--- src/logic/lcis_pkg.sv ---
// Constants, field layouts and carrier types for the logic cell input select stage.
//
// Functional notes
// - Mux 1 (select bits 2-0) picks pin A, system clock, secondary oscillator, low-power RC, reference clock, or capture outputs A, B, C.
// - On cell one, mux 2 (bits 6-4) picks pin B, cell two, comparator 1, UART1 transmit, ADC end of conversion, multi capture match; 101 and 111 are reserved.
// - On cell two, mux 2 codes 011 and 001 pick UART2 transmit and the cell one output instead.
// - On cell one, mux 3 (bits 10-8) picks pin A, own output, comparator 2, SPI1 SDO, UART1 receive, unit two output, unit two match, unit three match.
// - On cell two, mux 3 codes 100, 011 and 001 pick UART2 receive, SPI2 SDO and cell two's own output.
// - On cell one, mux 4 (bits 14-12) picks pin B, cell two, unit three output, SPI1 SDI, calendar event, multi capture match, unit three match; 100 is reserved.
// - On cell two, mux 4 codes 011 and 001 pick SPI2 SDI and the cell one output.
// - Unused select bits 31-15, 11, 7 and 3 read as zero and ignore writes.
// - The gate enable register holds one byte per gate, gate 4 at the top, each byte ordered source 4 down to 1 with true above negated.
// - A set true enable bit feeds the mux output into its gate; a clear bit keeps it out.
// - A set negated enable bit feeds the inverted mux output into its gate; a clear bit keeps it out.
// - Each gate result is inverted when its polarity bit is one and passed when zero.
// - Writes at register offset 0x4, 0x8 and 0xC clear, set and invert the bits written as one.
package lcis_pkg;

  ////////////////////////////////////////////////////////////////////////////////
  // Register map: the register index sits in address bits 7-4.
  localparam logic [3:0]  REG_SEL = 4'h0;
  localparam logic [3:0]  REG_GLS = 4'h1;
  localparam logic [3:0]  REG_POL = 4'h2;

  // Access kind in address bits 3-2: offsets 0x0, 0x4, 0x8, 0xC.
  localparam logic [1:0]  OP_WRITE  = 2'h0;
  localparam logic [1:0]  OP_CLEAR  = 2'h1;
  localparam logic [1:0]  OP_SET    = 2'h2;
  localparam logic [1:0]  OP_INVERT = 2'h3;

  // Implemented bits and reset values.
  localparam logic [31:0] SEL_MASK  = 32'h0000_7777;
  localparam logic [31:0] GLS_MASK  = 32'hFFFF_FFFF;
  localparam logic [31:0] POL_MASK  = 32'h0000_000F;
  localparam logic [31:0] SEL_RESET = 32'h0000_0000;
  localparam logic [31:0] GLS_RESET = 32'h0000_0000;
  localparam logic [3:0]  POL_RESET = 4'h0;

  ////////////////////////////////////////////////////////////////////////////////
  // Select field positions and gate enable layout.
  localparam int MUX1_LSB     = 0;
  localparam int MUX2_LSB     = 4;
  localparam int MUX3_LSB     = 8;
  localparam int MUX4_LSB     = 12;
  localparam int GATE_BYTE    = 8;
  localparam int TRUE_BIT_OFS = 1;
  localparam int NEG_BIT_OFS  = 0;

  ////////////////////////////////////////////////////////////////////////////////
  // Source codes per mux.
  localparam logic [2:0] M1_PIN_A    = 3'h0;
  localparam logic [2:0] M1_SYS_CLK  = 3'h1;
  localparam logic [2:0] M1_SEC_OSC  = 3'h2;
  localparam logic [2:0] M1_LP_RC    = 3'h3;
  localparam logic [2:0] M1_REF_CLK  = 3'h4;
  localparam logic [2:0] M1_MULTI_A  = 3'h5;
  localparam logic [2:0] M1_MULTI_B  = 3'h6;
  localparam logic [2:0] M1_MULTI_C  = 3'h7;
  localparam logic [2:0] M2_PIN_B    = 3'h0;
  localparam logic [2:0] M2_PEER     = 3'h1;
  localparam logic [2:0] M2_CMP1     = 3'h2;
  localparam logic [2:0] M2_UART_TX  = 3'h3;
  localparam logic [2:0] M2_ADC_EOC  = 3'h4;
  localparam logic [2:0] M2_RSVD_LO  = 3'h5;
  localparam logic [2:0] M2_MULTI_MT = 3'h6;
  localparam logic [2:0] M2_RSVD_HI  = 3'h7;
  localparam logic [2:0] M3_PIN_A    = 3'h0;
  localparam logic [2:0] M3_SELF     = 3'h1;
  localparam logic [2:0] M3_CMP2     = 3'h2;
  localparam logic [2:0] M3_SPI_SDO  = 3'h3;
  localparam logic [2:0] M3_UART_RX  = 3'h4;
  localparam logic [2:0] M3_SC2_OUT  = 3'h5;
  localparam logic [2:0] M3_SC2_MT   = 3'h6;
  localparam logic [2:0] M3_SC3_MT   = 3'h7;
  localparam logic [2:0] M4_PIN_B    = 3'h0;
  localparam logic [2:0] M4_PEER     = 3'h1;
  localparam logic [2:0] M4_SC3_OUT  = 3'h2;
  localparam logic [2:0] M4_SPI_SDI  = 3'h3;
  localparam logic [2:0] M4_RSVD     = 3'h4;
  localparam logic [2:0] M4_CAL_EVT  = 3'h5;
  localparam logic [2:0] M4_MULTI_MT = 3'h6;
  localparam logic [2:0] M4_SC3_MT   = 3'h7;

  ////////////////////////////////////////////////////////////////////////////////
  // Carrier types.
  typedef struct packed {
    logic pin_a;
    logic pin_b;
    logic sys_clk;
    logic sec_osc;
    logic lp_rc;
    logic ref_clk;
    logic multi_out_a;
    logic multi_out_b;
    logic multi_out_c;
    logic multi_match;
    logic cmp1_out;
    logic cmp2_out;
    logic uart1_tx;
    logic uart2_tx;
    logic uart1_rx;
    logic uart2_rx;
    logic spi1_sdo;
    logic spi2_sdo;
    logic spi1_sdi;
    logic spi2_sdi;
    logic adc_eoc;
    logic sc2_out;
    logic sc2_match;
    logic sc3_out;
    logic sc3_match;
    logic cal_event;
    logic cell_one_out;
    logic cell_two_out;
  } lcis_src_type;

  typedef struct packed {
    logic [7:0]  addr;
    logic [31:0] wdata;
    logic        wr;
    logic        rd;
  } lcis_bus_req_type;

  typedef struct packed {
    logic [31:0] sel;
    logic [31:0] gls;
    logic [3:0]  pol;
    logic [31:0] rdata;
    logic [3:0]  gate_out;
  } lcis_state_type;

endpackage

--- src/logic/lcis_gate_combine.sv ---
// One gate: OR of enabled true and negated sources, then polarity inversion.
`timescale 1ns/10ps
module lcis_gate_combine (
  // Selected data sources
  input  wire logic [3:0] data_in,
  // Enable byte of this gate and its polarity control
  input  wire logic [7:0] enable_in,
  input  wire logic       invert_in,
  // Gate result
  output logic            result_out
);

  logic [3:0] term;

  // Each source contributes its true and its negated form when enabled.
  genvar s;
  generate
    for (s = 0; s < 4; s++) begin : g_term
      assign term[s] = (enable_in[2*s+lcis_pkg::TRUE_BIT_OFS] & data_in[s])
                     | (enable_in[2*s+lcis_pkg::NEG_BIT_OFS] & ~data_in[s]);
    end
  endgenerate

  // With no enables the OR is zero; polarity is applied last.
  assign result_out = (|term) ^ invert_in;

endmodule

--- src/logic/lcis_input_select.sv ---
// Input selection stage of one logic cell: source muxes, gate enables and register port.
//
// Our own choices: the address-and-strobe port and the address map.
`timescale 1ns/10ps
module lcis_input_select #(
  parameter bit IS_CELL_TWO = 1'b0
) (
  // Clock and reset
  input  wire logic                       clock_in,
  input  wire logic                       resetn_in,
  // Register port
  input  wire lcis_pkg::lcis_bus_req_type bus_req_in,
  output logic [31:0]                     read_data_out,
  // Candidate sources
  input  wire lcis_pkg::lcis_src_type     src_in,
  // Gate results toward the logic cell core
  output logic [3:0]                      gate_out
);

  ////////////////////////////////////////////////////////////////////////////////
  // Declarations.
  lcis_pkg::lcis_state_type state;
  lcis_pkg::lcis_state_type next_state;
  logic [3:0]               mux_data;
  logic [3:0]               gate_result;
  logic [3:0]               reg_idx;
  logic [1:0]               op;
  logic                     aligned;
  logic                     wr_sel;
  logic                     wr_gls;
  logic                     wr_pol;
  logic [31:0]              pol_word;

  ////////////////////////////////////////////////////////////////////////////////
  // Functions.

  // Applies a plain write, clear, set or invert access and keeps only real bits.
  function automatic logic [31:0] apply_op(input logic [31:0] cur,
                                           input logic [1:0]  kind,
                                           input logic [31:0] val,
                                           input logic [31:0] mask);
    logic [31:0] res;
    res = cur;
    unique case (kind)
      lcis_pkg::OP_WRITE:  res = val;
      lcis_pkg::OP_CLEAR:  res = cur & ~val;
      lcis_pkg::OP_SET:    res = cur | val;
      lcis_pkg::OP_INVERT: res = cur ^ val;
    endcase
    return res & mask;
  endfunction

  // Mux 1 is the same on both cells.
  function automatic logic pick_mux1(input logic [2:0] code, input lcis_pkg::lcis_src_type s);
    logic r;
    r = 1'b0;
    unique case (code)
      lcis_pkg::M1_PIN_A:   r = s.pin_a;
      lcis_pkg::M1_SYS_CLK: r = s.sys_clk;
      lcis_pkg::M1_SEC_OSC: r = s.sec_osc;
      lcis_pkg::M1_LP_RC:   r = s.lp_rc;
      lcis_pkg::M1_REF_CLK: r = s.ref_clk;
      lcis_pkg::M1_MULTI_A: r = s.multi_out_a;
      lcis_pkg::M1_MULTI_B: r = s.multi_out_b;
      lcis_pkg::M1_MULTI_C: r = s.multi_out_c;
    endcase
    return r;
  endfunction

  // Mux 2: peer cell and UART transmit depend on which cell this is.
  function automatic logic pick_mux2(input logic [2:0] code, input lcis_pkg::lcis_src_type s);
    logic r;
    r = 1'b0;
    unique case (code)
      lcis_pkg::M2_PIN_B:    r = s.pin_b;
      lcis_pkg::M2_PEER:     r = IS_CELL_TWO ? s.cell_one_out : s.cell_two_out;
      lcis_pkg::M2_CMP1:     r = s.cmp1_out;
      lcis_pkg::M2_UART_TX:  r = IS_CELL_TWO ? s.uart2_tx : s.uart1_tx;
      lcis_pkg::M2_ADC_EOC:  r = s.adc_eoc;
      lcis_pkg::M2_MULTI_MT: r = s.multi_match;
      lcis_pkg::M2_RSVD_LO:  r = 1'b0;
      lcis_pkg::M2_RSVD_HI:  r = 1'b0;
    endcase
    return r;
  endfunction

  // Mux 3: own output, SPI data out and UART receive depend on the cell.
  function automatic logic pick_mux3(input logic [2:0] code, input lcis_pkg::lcis_src_type s);
    logic r;
    r = 1'b0;
    unique case (code)
      lcis_pkg::M3_PIN_A:   r = s.pin_a;
      lcis_pkg::M3_SELF:    r = IS_CELL_TWO ? s.cell_two_out : s.cell_one_out;
      lcis_pkg::M3_CMP2:    r = s.cmp2_out;
      lcis_pkg::M3_SPI_SDO: r = IS_CELL_TWO ? s.spi2_sdo : s.spi1_sdo;
      lcis_pkg::M3_UART_RX: r = IS_CELL_TWO ? s.uart2_rx : s.uart1_rx;
      lcis_pkg::M3_SC2_OUT: r = s.sc2_out;
      lcis_pkg::M3_SC2_MT:  r = s.sc2_match;
      lcis_pkg::M3_SC3_MT:  r = s.sc3_match;
    endcase
    return r;
  endfunction

  // Mux 4: peer cell and SPI data in depend on the cell.
  function automatic logic pick_mux4(input logic [2:0] code, input lcis_pkg::lcis_src_type s);
    logic r;
    r = 1'b0;
    unique case (code)
      lcis_pkg::M4_PIN_B:    r = s.pin_b;
      lcis_pkg::M4_PEER:     r = IS_CELL_TWO ? s.cell_one_out : s.cell_two_out;
      lcis_pkg::M4_SC3_OUT:  r = s.sc3_out;
      lcis_pkg::M4_SPI_SDI:  r = IS_CELL_TWO ? s.spi2_sdi : s.spi1_sdi;
      lcis_pkg::M4_RSVD:     r = 1'b0;
      lcis_pkg::M4_CAL_EVT:  r = s.cal_event;
      lcis_pkg::M4_MULTI_MT: r = s.multi_match;
      lcis_pkg::M4_SC3_MT:   r = s.sc3_match;
    endcase
    return r;
  endfunction

  ////////////////////////////////////////////////////////////////////////////////
  // Address decode: index, access kind and word alignment.
  assign reg_idx = bus_req_in.addr[7:4];
  assign op      = bus_req_in.addr[3:2];
  assign aligned = (bus_req_in.addr[1:0] == 2'h0);
  assign wr_sel  = bus_req_in.wr && aligned && (reg_idx == lcis_pkg::REG_SEL);
  assign wr_gls  = bus_req_in.wr && aligned && (reg_idx == lcis_pkg::REG_GLS);
  assign wr_pol  = bus_req_in.wr && aligned && (reg_idx == lcis_pkg::REG_POL);

  ////////////////////////////////////////////////////////////////////////////////
  // Source muxes driven from the stored select fields.
  assign mux_data[0] = pick_mux1(state.sel[lcis_pkg::MUX1_LSB +: 3], src_in);
  assign mux_data[1] = pick_mux2(state.sel[lcis_pkg::MUX2_LSB +: 3], src_in);
  assign mux_data[2] = pick_mux3(state.sel[lcis_pkg::MUX3_LSB +: 3], src_in);
  assign mux_data[3] = pick_mux4(state.sel[lcis_pkg::MUX4_LSB +: 3], src_in);

  ////////////////////////////////////////////////////////////////////////////////
  // Four gates, each fed by its own byte of the enable register.
  genvar g;
  generate
    for (g = 0; g < 4; g++) begin : g_gate
      lcis_gate_combine u_gate (
        .data_in    (mux_data),
        .enable_in  (state.gls[g*lcis_pkg::GATE_BYTE +: lcis_pkg::GATE_BYTE]),
        .invert_in  (state.pol[g]),
        .result_out (gate_result[g])
      );
    end
  endgenerate

  ////////////////////////////////////////////////////////////////////////////////
  // Polarity access is worked out on the full word; only the low four bits are real.
  assign pol_word = apply_op({28'h0000000, state.pol}, op, bus_req_in.wdata,
                             lcis_pkg::POL_MASK);

  // Next state: register accesses, read answer and registered gate results.
  always_comb begin
    next_state          = state;
    next_state.gate_out = gate_result;
    next_state.rdata    = 32'h0000_0000;
    // Writes use the alias offsets for clear, set and invert.
    if (wr_sel) begin
      next_state.sel = apply_op(state.sel, op, bus_req_in.wdata, lcis_pkg::SEL_MASK);
    end
    if (wr_gls) begin
      next_state.gls = apply_op(state.gls, op, bus_req_in.wdata, lcis_pkg::GLS_MASK);
    end
    if (wr_pol) begin
      next_state.pol = pol_word[3:0];
    end
    // Reads answer only at the base offset; aliases and holes read zero.
    if (bus_req_in.rd && aligned && op == lcis_pkg::OP_WRITE) begin
      unique case (reg_idx)
        lcis_pkg::REG_SEL: next_state.rdata = state.sel & lcis_pkg::SEL_MASK;
        lcis_pkg::REG_GLS: next_state.rdata = state.gls;
        lcis_pkg::REG_POL: next_state.rdata = {28'h0000000, state.pol};
        default:           next_state.rdata = 32'h0000_0000;
      endcase
    end
  end

  // State register with synchronous reset to the documented values.
  always_ff @(posedge clock_in) begin
    if (!resetn_in) begin
      state.sel      <= lcis_pkg::SEL_RESET;
      state.gls      <= lcis_pkg::GLS_RESET;
      state.pol      <= lcis_pkg::POL_RESET;
      state.rdata    <= 32'h0000_0000;
      state.gate_out <= 4'h0;
    end else begin
      state <= next_state;
    end
  end

  // Outputs come straight from flip-flops.
  assign read_data_out = state.rdata;
  assign gate_out      = state.gate_out;
endmodule

--- config.mk ---
export PLATFORM = sky130hd
export DESIGN_NAME = lcis_input_select
export DESIGN_NICKNAME = d
export VERILOG_FILES = /design/src/logic/lcis_pkg.sv /design/src/logic/lcis_gate_combine.sv /design/src/logic/lcis_input_select.sv
export SDC_FILE = /design/constraint.sdc
export NUM_CORES = 1
export LEC_CHECK = 0
export ABC_AREA = 1
export BUFFER_PORTS_ARGS = -buffer_cell sky130_fd_sc_hd__buf_4
export CORE_MARGIN = 2
export CORE_UTILIZATION = 35
export DETAILED_ROUTE_END_ITERATION = 6
export GPL_ROUTABILITY_DRIVEN = 0
export MAX_ROUTING_LAYER = met4
export PLACE_DENSITY = 0.6
export SETUP_SLACK_MARGIN = 0.05
export SLEW_MARGIN = 20
export SYNTH_ARGS = -nofsm -noshare
export SYNTH_HDL_FRONTEND = slang
export SYNTH_SLANG_ARGS = --single-unit
--- constraint.sdc ---
create_clock -name clock_in -period 1.3 [get_ports clock_in]
set_input_delay 0.26 -clock clock_in [delete_from_list [all_inputs] [get_ports clock_in]]
set_output_delay 0.26 -clock clock_in [all_outputs]
set_load 0.05 [all_outputs]
==> flow_summary_export.csv, run 1 <==
group,metric,value,unit
grt,grt_pass1_vias,5572,
drt,drc,0,
sta,fmax,725.7,MHz
synthesis,yosysWarnings,0,
cts,clk_latency,0.35,ns
status,violations,"negative setup slack",
place,place_area,7380,um^2
die,start_util,0.3597,
sta,period_needed,1.378,ns
sta,fin_hold_ws,0.1862,ns
place,dpl.hpwl,12780,um
sta,setup_slack,-0.07802,ns
worst_setup_path,worst_ep_required_time,1.54,ns
worst_setup_path,rr_worst_depth,11,
die,num_rows,47,
sta,fin_crit_sh,1.060,
drt,antenna_left,0,
synthesis,synth_nets,945,
power_and_ir_drop,p_per_area,750.4,nW/um^2
drt,wire_per_inst,15.94,um
run,maxCapViolations,0,
power_and_ir_drop,total_power,6.351,mW
die,dieArea,18160,um^2
grt,grt_max_degree,49,
sta,worst_pin_slew,0.3400,ns
grt,grt_remaining_overflow,0,
cts,clock-sinks,84,
die,io_pins,108,
worst_setup_path,critical_path_depth,11,
layout,drive_above_1_share,0.4155,
drt,vias,5769,
worst_setup_path,cp_cell_sequence,"inv_6, nand2_2, nand3_2, nand3_4, nand2_4, nand2_2, nand2_2, nor2_4, nand3_2, nand2_2, nor2_2",
cts,hold_buffers,0,
cts,numCtsBuffers,9,
layout,fin_area,8463,um^2
synthesis,synth_cell_types,25,
worst_setup_path,crit_path_start_kind,"flip-flop",
min_path,min-delay-path-class,"input port to flip-flop",
layout,area_growth,41.39,%
worst_setup_path,regToRegSetupSlack,-0.08,ns
cts,htreeDepth,3,
worst_setup_path,max_stage_delay,0.41,ns
die,fp.coreArea,16640,um^2
worst_setup_path,critPathTopFamily,"simple AND/OR/NAND/NOR gates",
sta,final-setup-viol-count,4,
worst_setup_path,crit_top_cell,"nand2_2",
place,numPortBuffers,103,
die,dieWidth,134.8,um
cts,cts_root_buffer,"clkbuf_16",
sta,max_slew_margin,0.7731,
synthesis,ys_seq_area_frac,0.2809,
grt,grt_pass1_wl,28640,um
cts,clk_pin_slew,0.06,ns
synthesis,synth_area,5986,um^2
synthesis,avgSynthCellArea,7.704,um^2
layout,nNetsFinal,1081,
worst_setup_path,cp-end-kind,"flip-flop",
power_and_ir_drop,irDropWorstVdd,0.0006971,V
power_and_ir_drop,power.leakage,3.878,nW
drt,vias_per_cell,5.074,
drt,drt_iter0_drc,353,
worst_setup_path,slowest_stage,"dfxtp_4",
layout,antenna_cells,0,
worst_setup_path,critPathBufInv,1,
synthesis,ys_ff_latch,84,
layout,layout_common_cells,"181 x buf_4, 89 x inv_1, 84 x ha_1",
grt,grt_usage,0.2051,
cts,clk_path_buf_depth,2,
grt,antenna_found_initial,0,
drt,drt-pass1-iter-count,5,
sta,setup-tns-final,-0.1997,ns
place,dp_slack,-0.2020,ns
drt,totalWireLength,18120,um
min_path,min_path_cells,3,
sta,fin_skew,0.006561,ns
layout,final_common_cell,"buf_4",
worst_setup_path,critPathKind,"flip-flop to flip-flop",
worst_setup_path,crit_fanout,6,
sta,drv_slew,0,
cts,cts_tree,"yes",
sta,rsz0062_at_grt,"yes",
worst_setup_path,cp.arrival,1.62,ns
synthesis,netlist_instances,777,
die,die_h,134.8,um
status,status,"finished, violations left",
sta,finalHoldViolCount,0,
==> layout make-up <==
cell class	count	area (um^2)
Timing Repair Buffer	199	1663
Fill cell	1581	8179
Tap cell	220	275.3
Clock buffer	14	274.0
Clock inverter	1	30.03
Sequential cell	84	1738
Multi-Input combinational cell	510	4051
Inverter	109	431.7
==> power breakdown <==
| group | switching, mW | internal, mW |
|---|---|---|
| registers | 0.0105 | 2.57 |
| logic | 0.569 | 0.476 |
| clock network | 1.09 | 1.64 |
==> routing by layer <==
layer / vias to the layer above / global-route usage / routed length (um)
met5: - / - / 0
met4: 0 / 0.06959 / 310
met3: 22 / 0.03078 / 842
met2: 133 / 0.3268 / 8704
met1: 2722 / 0.2661 / 8263
li1: 2892 / - / -
==> Yosys cell counts (all sizes together) <==
| library cell | number | area, um^2 |
|---|---|---|
| a31oi | 41 | 256.5 |
| inv | 109 | 409.1 |
| nor3 | 20 | 100.1 |
| buf | 56 | 385.4 |
| o221ai | 3 | 26.28 |
| a21oi | 12 | 60.06 |
| dfxtp | 84 | 1682 |
| o211ai | 1 | 12.51 |
| a221oi | 48 | 420.4 |
| ha | 96 | 1201 |
| nor2 | 67 | 306.5 |
| o22ai | 10 | 62.56 |
| clkbuf | 18 | 67.56 |
| o21ai | 56 | 280.3 |
| nand2 | 112 | 442.9 |
| nand3 | 43 | 260.3 |
| nand4 | 1 | 12.51 |
==> repair_timing <==
| item | CTS | global route |
|---|---|---|
| resized for setup | 79 | 94 |
| gates cloned | 0 | 1 |
| buffers inserted | 2 | 6 |
| setup endpoints to repair | 17 | 43 |
| pin swaps | 33 | 57 |
==> stage by stage <==
stage / instances / utilization
after floorplan: 777 / -
after global placement: 1115 / 0.4434
after detailed placement: 1115 / 0.4434
after CTS: 1132 / 0.4840
after global routing: 1137 / 0.5085
final: 1137 / 0.5085
==> worst min-delay path, stage by stage <==
cell and delay [ns]:
buf_4 0.11, nand2_1 0.05, a31oi_1 0.06
==> worst paths after layout <==
check	to	start
worst min-delay path	state[65]$_SDFFE_PN0P_	bus_req_in[27]
worst max-delay path	gate_out[2]$_SDFF_PN0_	state[73]$_SDFFE_PN0P_
worst min register to register	read_data_out[21]$_SDFF_PN0_	state[61]$_SDFFE_PN0P_
worst max register to register	gate_out[2]$_SDFF_PN0_	state[73]$_SDFFE_PN0P_
==> kinds of logic (layout without fill, tap and decap cells) <==
group / Yosys count / in the layout / share of synthesized area
simple gates: 243 / 243 / 0.1875
buf+inv: 183 / 323 / 0.1440
compound gates: 171 / 171 / 0.1869
fa+ha+maj: 96 / 96 / 0.2007
flops: 84 / 84 / 0.2809
==> registers in the layout, summed over array words and instances, names as in the netlist <==
register / cells
gate_out: 4
read_data_out: 32
state: 48
Note: power is estimated with default switching activity, not from simulation.
==> run 2, diff against run 1 <==
==> constraint.sdc (replaced) <==
create_clock -name clock_in -period 1.1 [get_ports clock_in]
set_input_delay 0.22 -clock clock_in [delete_from_list [all_inputs] [get_ports clock_in]]
set_output_delay 0.22 -clock clock_in [all_outputs]
set_load 0.05 [all_outputs]
==> flow_summary_export.csv, run 2 (synthesis gave the netlist of run 1 again) <==
group,metric,value,unit
power_and_ir_drop,p_per_area,758.0,nW/um^2
grt,grt_remaining_overflow,0,
layout,drive_above_1_share,0.6365,
layout,area_growth,74.79,%
grt,grt_pass1_vias,6415,
status,status,"finished, violations left",
sta,setup_slack,-0.2673,ns
power_and_ir_drop,total_power,7.931,mW
sta,final-setup-viol-count,21,
status,violations,"negative setup slack",
drt,drt-pass1-iter-count,6,
grt,antenna_found_initial,0,
power_and_ir_drop,power.leakage,4.466,nW
layout,antenna_cells,0,
sta,finalHoldViolCount,0,
die,dieArea,18160,um^2
drt,wire_per_inst,16.42,um
sta,worst_pin_slew,0.3561,ns
die,num_rows,47,
cts,clk_latency,0.36,ns
cts,hold_buffers,0,
die,die_h,134.8,um
drt,drc,0,
sta,drv_slew,0,
cts,clk_path_buf_depth,2,
cts,htreeDepth,3,
run,maxCapViolations,0,
sta,fin_skew,0.01005,ns
layout,post-route-util,0.6287,
worst_setup_path,worst_ep_required_time,1.35,ns
grt,grt_pass1_wl,31890,um
worst_setup_path,critPathKind,"flip-flop to flip-flop",
drt,vias_per_cell,5.082,
min_path,min_path_cells,3,
worst_setup_path,cp-endpoint,"gate_out[0]$_SDFF_PN0_",
worst_setup_path,rr_worst_depth,10,
worst_setup_path,cp-end-kind,"flip-flop",
drt,vias,6276,
sta,period_needed,1.367,ns
sta,rsz0062_at_grt,"yes",
worst_setup_path,reg2reg_from,"state[81]$_SDFFE_PN0P_",
grt,grt_max_degree,49,
place,numPortBuffers,103,
grt,grt_usage,0.2294,
sta,setup-tns-final,-2.574,ns
min_path,min-delay-path-class,"input port to flip-flop",
sta,fin_crit_sh,1.243,
worst_setup_path,regToRegSetupSlack,-0.27,ns
sta,max_slew_margin,0.7626,
place,dpl.hpwl,13770,um
drt,drt_iter0_drc,396,
cts,clk_pin_slew,0.07,ns
layout,largest_reg_flops,48,
layout,nNetsFinal,1178,
die,start_util,0.3597,
layout,final_common_cell,"buf_4",
worst_setup_path,worst_r2r_endpoint,"gate_out[0]$_SDFF_PN0_",
cts,clock-sinks,84,
cts,numCtsBuffers,9,
die,dieWidth,134.8,um
layout,layout_common_cells,"217 x buf_4, 82 x nand2_1, 73 x dfxtp_2",
cts,cts_root_buffer,"clkbuf_16",
drt,antenna_left,0,
cts,cts_tree,"yes",
drt,totalWireLength,20280,um
worst_setup_path,cp.arrival,1.61,ns
worst_setup_path,setup.worst_path.start,"state[81]$_SDFFE_PN0P_",
die,fp.coreArea,16640,um^2
layout,top_register,"state",
worst_setup_path,crit_path_start_kind,"flip-flop",
worst_setup_path,crit_fanout,7,
die,io_pins,108,
sta,fmax,731.3,MHz
power_and_ir_drop,irDropWorstVdd,0.0007724,V
==> run 2: cell types whose count changed in the layout (fill, tap and decap cells not counted), sizes merged <==
cell / previous run / this run
buf: 198 / 295
clkbuf: 15 / 12
clkinvlp: 0 / 3
clkinv: 0 / 2
inv: 109 / 108
==> run 2: repair_timing <==
action / CTS / global route
endpoints found under the setup margin: 89 / 96
cloned: 0 / 1
buffers inserted: 45 / 11
pin swaps: 114 / 101
gates resized for setup: 204 / 88
==> run 2: report_power, final <==
part           internal, mW  total [mW]  leakage (nW)  switching [mW]
clock                  1.91        3.32         0.155            1.41
sequential             3.03        3.05         0.723          0.0169
combinational         0.758        1.57          3.59           0.808
total                  5.69        7.93          4.47            2.24
==> run 2: how the worst min path moves through the flow <==
stage,from,endpoint,slack [ns]
floorplan,bus_req_in[33],state[71]$_SDFFE_PN0P_,0.36
global placement,state[67]$_SDFFE_PN0P_,read_data_out[27]$_SDFF_PN0_,0.47
detailed placement,state[67]$_SDFFE_PN0P_,read_data_out[27]$_SDFF_PN0_,0.47
CTS,bus_req_in[32],state[70]$_SDFFE_PN0P_,0.13
global route,bus_req_in[20],state[58]$_SDFFE_PN0P_,0.14
finish,bus_req_in[20],state[58]$_SDFFE_PN0P_,0.13
==> run 2: final cells by class <==
class | instances | area [um^2]
Clock buffer | 11 | 254.0
Clock inverter | 5 | 56.30
Fill cell | 1340 | 6180
Inverter | 109 | 447.9
Multi-Input combinational cell | 510 | 4825
Sequential cell | 84 | 1814
Tap cell | 220 | 275.3
Timing Repair Buffer | 296 | 2790
==> run 2: critical path, stage by stage (launching register included) <==
cell and delay [ns]:
dfxtp_4 0.37, inv_4 0.08, nand2_1 0.06, nand3_2 0.08, nand3_4 0.13, nand3_1 0.15
nand2_2 0.08, nor2_4 0.13, nand3_2 0.07, nand2_1 0.06, nor2_1 0.04
==> run 2: metrics by stage <==
stage | worst slack [ns] | hold slack [ns] | instance area [um^2] | cells
after floorplan | -0.08418 | 0.3644 | 6769 | 777
after global placement | -0.2546 | 0.4726 | 8527 | 1166
after detailed placement | -0.2701 | 0.4749 | 8527 | 1166
after CTS | -0.2460 | 0.1319 | 9996 | 1227
after global routing | -0.3901 | 0.1354 | 10460 | 1235
final | -0.2673 | 0.1336 | 10460 | 1235
==> run 2: routing by layer <==
layer | track usage | share of wire | vias up
li1 | - | - | 3101
met1 | 0.2875 | 0.45 | 2975
met2 | 0.3703 | 0.48 | 168
met3 | 0.03679 | 0.050 | 32
met4 | 0.09064 | 0.022 | 0
met5 | - | 0 | -
